<file path="src/shared/mst_defs.vh">
// Constants for the sequencer and time-base block.
// Assumes one instruction-cycle clock and a register bus of Avalon-MM form.
// Contract
// RL1 - Table load fetches ROM byte at PC[9:8], accumulator, RAM nibble into latch.
// RL2 - Table load pushes PC+1, sets PC[7:4] from A, PC[3:0] from RAM.
// RL3 - After latching the byte the stack pops, restoring sequential execution.
// RL4 - Net effect of push then pop: bottom level takes former middle value.
// RL5 - Table load takes exactly two instruction cycles.
// RL6 - 10-bit time-base counter steps every cycle; wrap sets sticky overflow latch.
// RL7 - Skip-on-timer skips next instruction and clears latch when set.
// RL8 - Skipped instructions still spend one cycle per byte.
// RL9 - 10-bit program counter carries across 64-word page boundaries.
// RL10 - Page jumps in last page word use the next page as current.
// RL11 - Indirect ops in last word of pages 3,7,11,15 use next group.
// RL12 - Program image must start with clear-accumulator at address zero.
// RL13 - Clock-input code selects divisor 16, 8 or 4.
// RL14 - Clock-aux pin code 0..4; code 0 barred with clock-input 4 or 5. Aux codes 5..7 are stored without setting the error flag.
// RL15 - Function option 0 normal, 1 parallel bus; zero on reduced-pin part.
// RL16 - Serial out forced high enters test mode; serial in picks RAM or ROM test.
// RL17 - Serial counter mode frees serial data and clock pins as outputs.
// RL18 - Indirect jump loads PC[7:0] from ROM, keeps PC[9:8], two cycles.
// RL19 - Return stack is three 10-bit levels, last in first out.
// RL20 - Overflow coinciding with skip clear leaves latch set.
`ifndef MST_DEFS_VH
`define MST_DEFS_VH
`define MST_PC_W 10
`define MST_TB_W 10
`define MST_PC_RST 10'h000
`define MST_REG_CTRL 4'h0
`define MST_REG_OPT 4'h1
`define MST_REG_STAT 4'h2
`define MST_REG_PC 4'h3
`define MST_REG_TABLE 4'h4
`define MST_REG_STK0 4'h5
`define MST_REG_STK1 4'h6
`define MST_REG_STK2 4'h7
`define MST_REG_TBASE 4'h8
`define MST_OP_NONE 3'h0
`define MST_OP_TABLE 3'h1
`define MST_OP_SKT 3'h2
`define MST_OP_JIND 3'h3
`define MST_OP_JPAGE 3'h4
`define MST_OP_CALLP 3'h5
`define MST_OP_RET 3'h6
`define MST_OP_SEQ 3'h7
`define MST_CTRL_GO 0
`define MST_STAT_OVF 0
`define MST_STAT_BUSY 1
`define MST_STAT_OPTERR 2
`endif

</file>
<file path="src/logic/mst_timebase.v">
// Time-base prescaler with sticky overflow latch.
// Assumes one step per instruction cycle on i_step.
`timescale 1ns/1ns
`include "mst_defs.vh"
module mst_timebase #(
  parameter TB_W = `MST_TB_W
) (
  // Clock and reset.
  input wire i_core_clk,
  input wire i_rst_b,
  // Control.
  input wire i_step,
  input wire i_clear,
  // Status.
  output reg o_ovf,
  output reg [TB_W-1:0] o_count
);
  wire wrap;
  assign wrap = i_step & (&o_count);
  always @(posedge i_core_clk or negedge i_rst_b) begin
    if (!i_rst_b) begin
      o_count <= {TB_W{1'b0}};
      o_ovf <= 1'b0;
    end else begin
      if (i_step) begin
        o_count <= o_count + {{(TB_W-1){1'b0}}, 1'b1}; // [RL6]
      end
      // A wrap in the clearing cycle wins so no tick is lost.
      if (wrap) begin
        o_ovf <= 1'b1; // [RL6] [RL20]
      end else if (i_clear) begin
        o_ovf <= 1'b0; // [RL7]
      end
    end
  end
endmodule

</file>
<file path="src/logic/mst_sequencer.v">
// Program sequencer: counter, return stack, table load, skip and options.
// Assumes a ROM answering combinationally on o_rom_addr / i_rom_data and
// an Avalon-MM master issuing operations through registers.
`timescale 1ns/1ns
`include "mst_defs.vh"
module mst_sequencer #(
  parameter PC_W = `MST_PC_W
) (
  // Clock and reset.
  input wire i_core_clk,
  input wire i_rst_b,
  // Avalon-MM slave.
  input wire [3:0] i_avs_address,
  input wire i_avs_read,
  input wire i_avs_write,
  input wire [31:0] i_avs_writedata,
  output reg [31:0] o_avs_readdata,
  output reg o_avs_waitrequest,
  // Program ROM.
  output reg [PC_W-1:0] o_rom_addr,
  input wire [7:0] i_rom_data,
  // Serial pins.
  input wire i_serial_in,
  input wire i_serial_out_forced,
  output reg o_serial_data_gpo_en,
  output reg o_serial_clock_pin_gpo_en,
  // Test modes.
  output reg o_test_ram_logic,
  output reg o_test_rom,
  // Clock option results.
  output reg [4:0] o_clk_div,
  output reg o_clock_aux_pin_osc
);
  ////////////////////////////////////////////////////////////////////////
  localparam ST_IDLE = 3'b001;
  localparam ST_EXEC = 3'b010;
  localparam ST_SECOND = 3'b100;
  reg [2:0] state_reg;
  reg [PC_W-1:0] pc_reg;
  reg [PC_W-1:0] stack_level_top_reg;
  reg [PC_W-1:0] stack_level_mid_reg;
  reg [PC_W-1:0] stack_level_bottom_reg;
  reg [7:0] table_reg;
  reg [2:0] op_reg;
  reg [3:0] acc_reg;
  reg [3:0] ram_reg;
  reg [5:0] arg_reg;
  reg [1:0] skip_bytes_reg;
  reg [1:0] skip_cnt_reg;
  reg [2:0] clock_in_pin_opt_reg;
  reg [2:0] clock_aux_pin_opt_reg;
  reg func_opt_reg;
  reg reduced_pin_reg;
  reg shift_counter_reg_mode_reg;
  reg opt_err_reg;
  wire tb_ovf;
  wire [9:0] tb_count;
  wire tb_clear;
  ////////////////////////////////////////////////////////////////////////
  function [PC_W-1:0] inc_pc;
    input [PC_W-1:0] pc;
    begin
      inc_pc = pc + {{(PC_W-1){1'b0}}, 1'b1}; // [RL9]
    end
  endfunction
  // Page base seen by an instruction: the next page when in the last word.
  function [PC_W-1:0] cur_page;
    input [PC_W-1:0] pc;
    begin
      if (pc[5:0] == 6'h3F) begin
        cur_page = inc_pc(pc); // [RL10] [RL11]
      end else begin
        cur_page = pc;
      end
    end
  endfunction
  function [4:0] div_of;
    input [2:0] code;
    begin
      case (code)
        3'h0, 3'h2: div_of = 5'h10; // [RL13]
        3'h1, 3'h3: div_of = 5'h08; // [RL13]
        3'h4, 3'h5: div_of = 5'h04; // [RL13]
        default: div_of = 5'h10;
      endcase
    end
  endfunction
  ////////////////////////////////////////////////////////////////////////
  wire [PC_W-1:0] page_pc;
  wire [PC_W-1:0] table_addr;
  assign page_pc = cur_page(pc_reg);
  // Top two page bits, then accumulator, then RAM nibble.
  assign table_addr = {page_pc[9:8], acc_reg, ram_reg}; // [RL1] [RL2]
  assign tb_clear = (state_reg == ST_EXEC) && (op_reg == `MST_OP_SKT) &&
                    (skip_cnt_reg == 2'h0) && tb_ovf;
  // Free-running once per instruction cycle; the bus clock is that cycle.
  mst_timebase #(
    .TB_W(10)
  ) u_timebase (
    .i_core_clk(i_core_clk),
    .i_rst_b(i_rst_b),
    .i_step(1'b1),
    .i_clear(tb_clear),
    .o_ovf(tb_ovf),
    .o_count(tb_count)
  );
  ////////////////////////////////////////////////////////////////////////
  always @(posedge i_core_clk or negedge i_rst_b) begin
    if (!i_rst_b) begin
      state_reg <= ST_IDLE;
      pc_reg <= `MST_PC_RST;
      stack_level_top_reg <= 10'h000;
      stack_level_mid_reg <= 10'h000;
      stack_level_bottom_reg <= 10'h000;
      table_reg <= 8'h00;
      op_reg <= `MST_OP_NONE;
      acc_reg <= 4'h0;
      ram_reg <= 4'h0;
      arg_reg <= 6'h00;
      skip_bytes_reg <= 2'h0;
      skip_cnt_reg <= 2'h0;
      clock_in_pin_opt_reg <= 3'h0;
      clock_aux_pin_opt_reg <= 3'h0;
      func_opt_reg <= 1'b0;
      reduced_pin_reg <= 1'b0;
      shift_counter_reg_mode_reg <= 1'b0;
      opt_err_reg <= 1'b0;
      o_rom_addr <= `MST_PC_RST;
      o_avs_readdata <= 32'h0000_0000;
      o_avs_waitrequest <= 1'b1;
    end else begin
      o_avs_waitrequest <= 1'b1;
      o_rom_addr <= pc_reg;
      case (state_reg)
        ST_IDLE: begin
          if ((i_avs_write || i_avs_read) && o_avs_waitrequest) begin
            o_avs_waitrequest <= 1'b0;
            o_avs_readdata <= 32'h0000_0000;
            if (i_avs_write) begin
              case (i_avs_address)
                `MST_REG_CTRL: begin
                  if (i_avs_writedata[`MST_CTRL_GO]) begin
                    op_reg <= i_avs_writedata[3:1];
                    acc_reg <= i_avs_writedata[7:4];
                    ram_reg <= i_avs_writedata[11:8];
                    arg_reg <= i_avs_writedata[17:12];
                    skip_bytes_reg <= i_avs_writedata[19:18];
                    skip_cnt_reg <= 2'h0;
                    state_reg <= ST_EXEC;
                  end
                end
                `MST_REG_OPT: begin
                  clock_in_pin_opt_reg <= i_avs_writedata[2:0];
                  clock_aux_pin_opt_reg <= i_avs_writedata[6:4];
                  reduced_pin_reg <= i_avs_writedata[9];
                  // Parallel bus option forced off on the reduced-pin part.
                  func_opt_reg <= i_avs_writedata[8] &
                                  ~i_avs_writedata[9]; // [RL15]
                  shift_counter_reg_mode_reg <= i_avs_writedata[12];
                  opt_err_reg <= (i_avs_writedata[6:4] == 3'h0) &&
                    (i_avs_writedata[2:0] == 3'h4 ||
                     i_avs_writedata[2:0] == 3'h5); // [RL14]
                end
                `MST_REG_PC: pc_reg <= i_avs_writedata[9:0];
                default: begin
                end
              endcase
            end else begin
              case (i_avs_address)
                `MST_REG_OPT: o_avs_readdata <= {19'h0,
                  shift_counter_reg_mode_reg, 2'h0, reduced_pin_reg,
                  func_opt_reg, 1'b0, clock_aux_pin_opt_reg, 1'b0,
                  clock_in_pin_opt_reg};
                `MST_REG_STAT: o_avs_readdata <= {29'h0, opt_err_reg,
                  1'b0, tb_ovf};
                `MST_REG_PC: o_avs_readdata <= {22'h0, pc_reg};
                `MST_REG_TABLE: o_avs_readdata <= {24'h0, table_reg};
                `MST_REG_STK0: o_avs_readdata <= {22'h0,
                  stack_level_top_reg};
                `MST_REG_STK1: o_avs_readdata <= {22'h0,
                  stack_level_mid_reg};
                `MST_REG_STK2: o_avs_readdata <= {22'h0,
                  stack_level_bottom_reg};
                `MST_REG_TBASE: o_avs_readdata <= {22'h0, tb_count};
                default: o_avs_readdata <= 32'h0000_0000;
              endcase
            end
          end
        end
        ST_EXEC: begin
          // A pending skip burns one cycle per byte, nothing executes.
          if (skip_cnt_reg != 2'h0) begin
            pc_reg <= inc_pc(pc_reg); // [RL8]
            skip_cnt_reg <= skip_cnt_reg - 2'h1; // [RL8]
            if (skip_cnt_reg == 2'h1) begin
              state_reg <= ST_IDLE;
            end
          end else begin
            case (op_reg)
              `MST_OP_TABLE: begin
                // Push PC+1, address table with A and RAM nibble.
                stack_level_top_reg <= inc_pc(pc_reg); // [RL2] [RL19]
                stack_level_mid_reg <= stack_level_top_reg; // [RL19]
                stack_level_bottom_reg <= stack_level_mid_reg; // [RL4]
                pc_reg <= table_addr; // [RL2]
                o_rom_addr <= table_addr; // [RL1]
                state_reg <= ST_SECOND; // [RL5]
              end
              `MST_OP_JIND: begin
                o_rom_addr <= table_addr; // [RL11]
                state_reg <= ST_SECOND; // [RL18]
              end
              `MST_OP_SKT: begin
                pc_reg <= inc_pc(pc_reg);
                if (tb_ovf && skip_bytes_reg != 2'h0) begin
                  skip_cnt_reg <= skip_bytes_reg; // [RL7]
                end else begin
                  state_reg <= ST_IDLE;
                end
              end
              `MST_OP_JPAGE: begin
                pc_reg <= {page_pc[9:6], arg_reg}; // [RL10]
                state_reg <= ST_IDLE;
              end
              `MST_OP_CALLP: begin
                stack_level_top_reg <= inc_pc(pc_reg); // [RL19]
                stack_level_mid_reg <= stack_level_top_reg;
                stack_level_bottom_reg <= stack_level_mid_reg;
                pc_reg <= {4'h2, arg_reg};
                state_reg <= ST_IDLE;
              end
              `MST_OP_RET: begin
                pc_reg <= stack_level_top_reg; // [RL19]
                stack_level_top_reg <= stack_level_mid_reg;
                stack_level_mid_reg <= stack_level_bottom_reg;
                state_reg <= ST_IDLE;
              end
              `MST_OP_SEQ: begin
                pc_reg <= inc_pc(pc_reg); // [RL9]
                state_reg <= ST_IDLE;
              end
              default: state_reg <= ST_IDLE;
            endcase
          end
        end
        ST_SECOND: begin
          if (op_reg == `MST_OP_TABLE) begin
            table_reg <= i_rom_data; // [RL1]
            // Pop: bottom keeps its value, so it ends holding old middle.
            pc_reg <= stack_level_top_reg; // [RL3]
            stack_level_top_reg <= stack_level_mid_reg; // [RL3]
            stack_level_mid_reg <= stack_level_bottom_reg; // [RL4]
          end else begin
            // The last word of a page group lands in the next group.
            pc_reg <= {page_pc[9:8], i_rom_data}; // [RL18] [RL11]
          end
          state_reg <= ST_IDLE; // [RL5]
        end
        default: state_reg <= ST_IDLE;
      endcase
    end
  end
  ////////////////////////////////////////////////////////////////////////
  always @(posedge i_core_clk or negedge i_rst_b) begin
    if (!i_rst_b) begin
      o_serial_data_gpo_en <= 1'b0;
      o_serial_clock_pin_gpo_en <= 1'b0;
      o_test_ram_logic <= 1'b0;
      o_test_rom <= 1'b0;
      o_clk_div <= 5'h10;
      o_clock_aux_pin_osc <= 1'b0;
    end else begin
      o_serial_data_gpo_en <= shift_counter_reg_mode_reg; // [RL17]
      o_serial_clock_pin_gpo_en <= shift_counter_reg_mode_reg; // [RL17]
      o_test_ram_logic <= i_serial_out_forced & i_serial_in; // [RL16]
      o_test_rom <= i_serial_out_forced & ~i_serial_in; // [RL16]
      o_clk_div <= div_of(clock_in_pin_opt_reg); // [RL13]
      // An illegal pairing leaves the oscillator drive off.
      o_clock_aux_pin_osc <= (clock_aux_pin_opt_reg == 3'h0) &
                             ~opt_err_reg; // [RL14]
    end
  end
endmodule

</file>
<file path="config.mk">
export PLATFORM = sky130hd
export DESIGN_NAME = mst_sequencer
export DESIGN_NICKNAME = d
export VERILOG_FILES = /design/src/logic/mst_timebase.v /design/src/logic/mst_sequencer.v
export VERILOG_INCLUDE_DIRS = /design/src /design/src/shared
export SDC_FILE = /design/constraint.sdc
export NUM_CORES = 1
export LEC_CHECK = 0
export BUFFER_PORTS_ARGS = -buffer_cell sky130_fd_sc_hd__buf_2
export CAP_MARGIN = 10
export CORE_MARGIN = 3
export CORE_UTILIZATION = 59
export CTS_BUF_LIST = sky130_fd_sc_hd__clkbuf_2 sky130_fd_sc_hd__clkbuf_4 sky130_fd_sc_hd__clkbuf_8
export CTS_CLUSTER_SIZE = 30
export DETAILED_ROUTE_END_ITERATION = 10
export PLACE_DENSITY = 0.9
export SLEW_MARGIN = 10
export SYNTH_ARGS = -nofsm -noshare
export SYNTH_HDL_FRONTEND = slang
export SYNTH_HIERARCHICAL = 1
export SYNTH_SLANG_ARGS = --single-unit
</file>
<file path="constraint.sdc">
create_clock -name i_core_clk -period 2.65 [get_ports i_core_clk]
set_clock_uncertainty 0.15 [all_clocks]
set_input_delay 0.3975 -clock i_core_clk [delete_from_list [all_inputs] [get_ports i_core_clk]]
set_output_delay 0.3975 -clock i_core_clk [all_outputs]
set_load 0.05 [all_outputs]
</file>
==> impl_summary.md, run 1 <==
Status
The flow ran to the end, and the final reports show no timing, DRC or antenna violations.

Final layout
The register with the most flip-flops in the final layout is o_avs_readdata. The number of antenna cells inserted is 0. With fillers left out, the area of the finished cells amounts to a little under 8000 um^2.

Compared with the post-synthesis result, the final layout area differs by 15.0%. The fraction of layout instances using a drive strength above 1 is 0.300. After the last flow step, the layout net total stands at 798. The register with the most flip-flops in the layout has 11 of them.

Global routing
After global routing the overflow that remains totals 0. The pin count of the biggest net entering global routing is 55. The number of antenna violations at the first check in global routing is 0. The wire length of the first global-routing pass is roughly 30 mm. Across every metal layer, demand over resource in global routing totals 0.306. The via count of the first global-routing pass is 5,540.

Setup path
For this design, the slowest cell found on the critical path is dfstp_2. The capture instance of the worst register-to-register path is pc_reg[7]. Of all nets on the critical path, the largest fanout is 10. The worst flop-to-flop path startpoint is state_reg[0]. The critical path starts at state_reg[0]. Counting buffers and inverters, the worst setup path is 5 cells deep.

Data on the critical path arrives at its endpoint at 2.74 ns. STA classifies the critical path startpoint as a flip-flop. Walking the worst path, the cells encountered are or3b_2, o32ai_2, o211ai_2, a2111oi_1, a211oi_2. The endpoint type of the worst setup path is a flip-flop. The critical path contains buffers and inverters numbering 0 combined. The type of the setup path with the least slack is reg -> reg. Following the worst setup path forward leads to its endpoint at pc_reg[7].

The required time at the worst-slack endpoint is roughly 2.8 ns. The worst-case register-to-register setup slack is 0.08 ns. Counting cells, the worst reg-to-reg path comes to 5. The maximum cell stage delay along the critical path is around 0.6 ns. Grouping stages by cell kind, the critical path spends the most delay in compound AO/OA/AOI/OAI gates.

STA
The worst slew margin relative to its limit is 0.610. The measured slew at the worst slew-check pin is 0.571 ns. The final hold violation count is 0. The aggregate negative setup slack is 0 ns.

The portion of the clock cycle consumed by the worst path in the final layout is 0.971. The smallest clock period supported by the final layout is computed as between 2 and 3 ns. The final max-slew violation count is 0. The total setup violations reported at the end of the flow is 0. Setup repair after global routing left no endpoint under its margin. Timing would allow up to 389 MHz.

CTS
TritonCTS built the clock tree. The H-tree generated during clock tree synthesis spans 4 levels. Clock-pin slew was measured on the worst setup and hold paths at roughly 0.070 ns.

After clock tree synthesis, the repair step resized 0 gates. The clock latency of the later-clocked register in the worst-skew pair is 0.45 ns. The total number of clock tree sinks is 122. No sink is reached through more buffers than the 2 on the longest clock path. TritonCTS created 17 clock buffers. The tree is rooted in a clkbuf_8.

Routing
The first detailed-routing pass took 7 iterations. The detailed-route vias per instance is 6.23. The detail route stage leaves a number of antenna-violating nets equal to 0. The detailed router finished its first iteration with 684 violations. After detailed routing, the number of remaining DRC violations is 0. Dividing the detail-routed wire length by the instance count gives about 21 um.

Summed over all layers, the routed wires come to ~19 mm. Summing over every cut layer, the via total after detailed routing is 5,603.

Flow run
Across the run, the number of max-cap violations was 0.

Synthesis
The area fraction of the dominant cell type after synthesis is 0.439. Synthesis handed over a netlist of 659 instances. The share of the Yosys chip area taken by registers is 0.450. In the post-synthesis netlist, the biggest area contributors are dfrtp_1, mux2_2, nand2_1, mux2i_1, buf_4. The dominant register cell in the synthesized netlist is dfrtp_1. Synthesis inferred between 100 and 150 register bits.

The count of distinct cell types in the synthesized netlist is 85. Yosys printed 6 warnings. Counting flops with an async set or reset pin after synthesis yields a share of 1.00. The cell taking the most area after synthesis is dfrtp_1. The synthesized design contains 0 enable-type register cells.

In this run the mean area of a mapped cell was approximately 10 um^2. After synthesis the cells add up to 6790 um^2.

Power
IR analysis of the VDD net gives a maximum drop of between 0.8 and 0.9 mV. In this run the power density over the cells is 1090 nW/um^2. The completed layout was analyzed and its total power is about 8500 uW.

The leakage dissipation is 0.00354 uW.

Place
Summing all placed instances gives a cell area of 7350 um^2. The HPWL after detailed placement is 14.0 mm. The congestion estimate from routability-driven global placement came to 0.950. The number of input and output port buffers inserted is 67.

Worst hold path
The worst hold path passes through 2 cells. The classification of the worst-slack hold path is in -> reg.

Floorplan
Row generation in the floorplan step produced 38 rows. The overall die width is 113 um. In this run the vertical extent of the chip is 113 um. For this design the top-level I/O count stands at ~100. The core region is 11,000 um^2.

The effective utilization at floorplan is 0.615. The total die area is approximately 13,000 um^2.
==> logic make-up (layout without fill, tap and decap cells) <==
kind of cell | Yosys count | after routing | share of synthesized area
multiplexers | 84 | 84 | 0.137
adder cells (fa/ha/maj) | 2 | 2 | 0.00369
flip-flops | 122 | 122 | 0.450
AND/OR/NAND/NOR | 212 | 212 | 0.167
buffers and inverters | 76 | 149 | 0.0612
XOR/XNOR | 21 | 21 | 0.0271
AO/OA/AOI/OAI | 140 | 140 | 0.153
other | 2 | 29 | 0.00111
==> per-layer routing <==
| metal | vias to the layer above | part of all wire | track usage | routed length [um] |
|---|---|---|---|---|
| met5 | - | 0 | 0 | 0 |
| met1 | 2764 | 0.42 | 0.418 | 7910 |
| met3 | 46 | 0.079 | 0.0668 | 1490 |
| met2 | 267 | 0.47 | 0.482 | 8850 |
| met4 | 0 | 0.029 | 0.114 | 541 |
| li1 | 2526 | - | - | - |
==> area by class of cell <==
type	instances	area [um^2]
Clock buffer	25	325
Clock inverter	7	87.6
Fill cell	838	3230
Inverter	13	48.8
Multi-Input combinational cell	488	3420
Sequential cell	122	3060
Tap cell	140	175
Timing Repair Buffer	104	688
==> per-stage QoR <==
stage	utilization	hold WS, ns	worst slack (ns)	cells
floorplan	-	-0.0481	0.313	686
global placement	0.666	0.251	0.198	863
detailed placement	0.666	0.259	0.146	863
CTS	0.707	0.00135	0.121	899
global route	0.707	0.00913	0.0280	899
finish	0.707	0.0247	0.0763	899
==> worst min path at each step <==
stage                               start                        end  slack, ns
2_1_floorplan                     i_rst_b                 acc_reg[0]      -0.05
3_3_place_gp                      i_rst_b                 o_test_rom       0.25
3_5_place_dp   shift_counter_reg_mode_reg  o_serial_clock_pin_gpo_en       0.26
4_1_cts               i_avs_writedata[19]          skip_bytes_reg[1]      0.001
5_1_grt               i_avs_writedata[19]          skip_bytes_reg[1]      0.009
6_report              i_avs_writedata[19]          skip_bytes_reg[1]       0.02
==> synthesized netlist by cell type (8+ instances only) <==
| cell type | n |
|---|---|
| clkbuf_1 | 19 |
| mux2i_1 | 23 |
| nor3b_1 | 8 |
| mux2_2 | 60 |
| a22oi_1 | 8 |
| xor2_1 | 9 |
| buf_4 | 25 |
| a21oi_1 | 30 |
| dfrtp_1 | 119 |
| a22o_1 | 9 |
| buf_2 | 11 |
| nand3_1 | 9 |
| nor3_1 | 19 |
| o21ai_0 | 27 |
| inv_1 | 12 |
| nor2_1 | 50 |
| xnor2_1 | 12 |
| nor2b_1 | 11 |
| nand2_1 | 62 |
==> timing repair <==
item / CTS / global route
setup buffers: 0 / 0
hold buffers: 4 / 0
hold endpoints to repair: 122 / 0
==> cell usage in the layout (no fill, tap or decap), drive strengths merged, types with 4 or more instances in the layout <==
master	count
xnor2	12
clkbuf	25
nor2b	11
nand3	11
nor3	25
nand4	4
mux2i	23
a21oi	30
a22oi	8
a31oi	7
dlygate4sd3	4
a221oi	4
nor3b	8
buf	100
o31ai	5
a22o	9
o211ai	7
dfrtp	119
a2111oi	6
xor2	9
nand2b	5
a211oi	5
o32ai	6
clkinv	5
nor2	52
o21ai	28
a221o	4
and2	4
conb	29
inv	12
nand2	64
mux2	60
==> power by group <==
group	total [uW]	leakage (uW)	internal, uW	switching (uW)
Clock	1710	0.000216	986	723
Combinational	3390	0.00181	1310	2070
Sequential	3400	0.00151	2600	800
No activity file was read; power rests on OpenSTA's default activity.
==> inputs of run 2 (changes only) <==
--- a/config.mk
+++ b/config.mk
@@ -9,11 +9,11 @@
 export BUFFER_PORTS_ARGS = -buffer_cell sky130_fd_sc_hd__buf_2
 export CAP_MARGIN = 10
 export CORE_MARGIN = 3
-export CORE_UTILIZATION = 59
+export CORE_UTILIZATION = 30
 export CTS_BUF_LIST = sky130_fd_sc_hd__clkbuf_2 sky130_fd_sc_hd__clkbuf_4 sky130_fd_sc_hd__clkbuf_8
 export CTS_CLUSTER_SIZE = 30
 export DETAILED_ROUTE_END_ITERATION = 10
-export PLACE_DENSITY = 0.9
+export PLACE_DENSITY = 0.55
 export SLEW_MARGIN = 10
 export SYNTH_ARGS = -nofsm -noshare
 export SYNTH_HDL_FRONTEND = slang
==> impl_summary.md, run 2 (synthesis gave the netlist of run 1 again) <==
Status
The run finished with clean final reports.

STA
The aggregate negative setup slack is 0 ns. The portion of the clock cycle consumed by the worst path in the final layout is 0.951. For this run, the top clock speed supported by timing is between 300 and 400 MHz. The final max-slew violation count came to 0.

Setup repair after global routing left no endpoint under its margin. The worst slew margin relative to its limit is 0.603. Subtracting the final worst setup slack from the clock period gives around 2.5 ns.

For the pin with the worst max-slew slack, the measured transition is 0.581 ns. The final hold violation count is 0. The total setup violations reported at the end of the flow is 0.

Setup path
Of all nets on the critical path, the largest fanout is 8. Setup slack on the worst reg-to-reg path comes out at around 0.13 ns. The type of the setup path with the least slack is reg -> reg. Data arrives at the worst endpoint at approximately 2.7 ns.

At the worst endpoint, the required time is 2.82 ns. The endpoint type of the worst setup path is a flip-flop. The worst setup path is launched from a flip-flop.

Power
The switching power as a share of total power is 0.430. The part of the total power dissipated in sequential elements is 0.398. The net switching power figure is 3670 uW. The internal cell power is 4870 uW. For this design the static power due to leakage is 0.00356 uW.

Of the total power, combinational logic draws 0.394. The clock network fraction of design power is 0.208. Summing internal, switching and leakage power gives 8540 uW. The total power per unit cell area is 1060 nW/um^2. The largest voltage drop on the vdd net is between 0.3 and 0.4 mV.

Place
Once detailed placement completed, the half-perimeter wirelength came to 14.8 mm. The congestion estimate from routability-driven global placement came to 0.892. The count of buffers added on input and output ports is 67.

Flow run
The number of violations of the max-capacitance limit is 0.

Floorplan
The core region is 22,000 um^2. The die covers 24,500 um^2. The initial utilization of the core area, before any placement, comes to 0.308.

The floorplan has between 50 and 60 rows. The overall die width is 156 um. Pin placement for this block handled 103 I/O pins. Measured along the y axis, the die boundary spans 156 um.

CTS
In this run, CTS created clock tree buffers numbering 17. The buffer cell driving the clock tree root is clkbuf_8. In this run the post-CTS setup repair buffer count came out at 0.

TritonCTS built the clock tree. The buffer levels on the longest clock path is 2. The H-tree was split into 4 levels. The clock transition time at the flip-flop clock pins of the worst setup and hold paths is approximately 0.07 ns. The clock latency of the later-clocked register in the worst-skew pair is 0.45 ns. The clock net in this run drives a total of roughly 120 sinks.

Final layout
The fraction of layout instances using a drive strength above 1 is 0.302. o_avs_readdata holds more flip-flops than any other register. Compared with the post-synthesis result, the final layout area differs by 19.0%.

The area taken by flip-flops and latches is 3060 um^2. The final design utilization is 0.367. In the final design database the tool counted 809 nets.

The area of combinational cells with multiple inputs is 3430 um^2. The top cell types in the final layout, fill and taps aside, are dfrtp_1, buf_2, nand2_1. The layout has 2,242 filler cells.

The number of antenna diodes in the final layout is 0. The most common cell after layout, fill and taps aside is dfrtp_1. The register with the most flip-flops in the layout has 11 of them.

Routing
The detailed-route wire length per cell is 19.1 um. After detailed routing, the total wire length is 20.1 mm. The number of iterations in the first detailed-routing pass is 5. In this run the remaining antenna-violating nets after routing total 0.

The via total after detailed routing is 5,459. In the routed design, unresolved DRC markers number 0. The detailed router finished its first iteration with 535 violations. The detailed-route vias per instance is 5.20.

Global routing
The first global-routing pass estimated 31.5 mm of wire. The overflow left after global routing is 0. The number of antenna violations at the first check in global routing is 0. The pin count of the biggest net entering global routing is 59. The via count of the first global-routing pass came to 5,305. Across every metal layer, demand over resource in global routing totals 0.167.

Worst hold path
The path class of the tightest hold or removal check is in -> reg.
-- run 2: timing repair --
action / 4_1_cts / 5_1_grt
resized for setup: 0 / 1
hold buffers: 11 / 0
hold endpoints to repair: 34 / 0
endpoints found under the setup margin: 0 / 1
-- run 2: layer usage --
| metal | wire length (um) | global-route usage |
|---|---|---|
| met2 | 9090 | 0.252 |
| met5 | 0 | 0 |
| met1 | 9680 | 0.247 |
| met4 | 303 | 0.0488 |
| met3 | 993 | 0.0282 |
-- run 2: path summary, 6_finish.rpt --
path	endpoint	cells past startpoint	start
max	pc_reg[6]	6	state_reg[2]
min	table_reg[6]	3	i_rom_data[6]
max reg2reg	pc_reg[6]	6	state_reg[2]
min reg2reg	o_serial_clock_pin_gpo_en	0	shift_counter_reg_mode_reg
max in group asynchronous	op_reg[1]	3	i_rst_b
min in group asynchronous	u_timebase/o_count[0]	2	i_rst_b
-- run 2: critical path: stages (launching register included) --
cell      delay [ns]
dfrtp_1         0.46
or4b_1          0.68
or4_4           0.57
o211ai_2        0.12
buf_4           0.18
mux2i_1         0.17
a21oi_1         0.06
-- run 2: power groups by stage --
stage                     clock network, uW  registers (uW)  logic, uW
after floorplan                           0            3590       2120
after CTS                              1820            3390       3360
after detailed placement                  0            3420       3340
after global placement                    0            3420       3310
final                                  1780            3400       3370
after global routing                   1900            3500       3660
-- run 2: through the flow --
step | instance area, um^2 | hold slack [ns] | cells | worst slack, ns
floorplan | 6890 | -0.0481 | 686 | 0.313
global placement | 7540 | 0.194 | 1007 | 0.0921
detailed placement | 7540 | 0.198 | 1007 | 0.131
CTS | 8070 | 0.00388 | 1049 | 0.0951
global route | 8070 | 0.0168 | 1049 | 0.0612
finish | 8070 | 0.0287 | 1049 | 0.131
-- run 2: layout make-up --
| class | instances | area share |
|---|---|---|
| Multi-Input combinational cell | 488 | 0.424 |
| Sequential cell | 122 | 0.379 |
| Timing Repair Buffer | 115 | 0.0961 |
| Tap cell | 280 | 0.0434 |
| Clock buffer | 18 | 0.0307 |
| Clock inverter | 13 | 0.0209 |
| Inverter | 13 | 0.00604 |
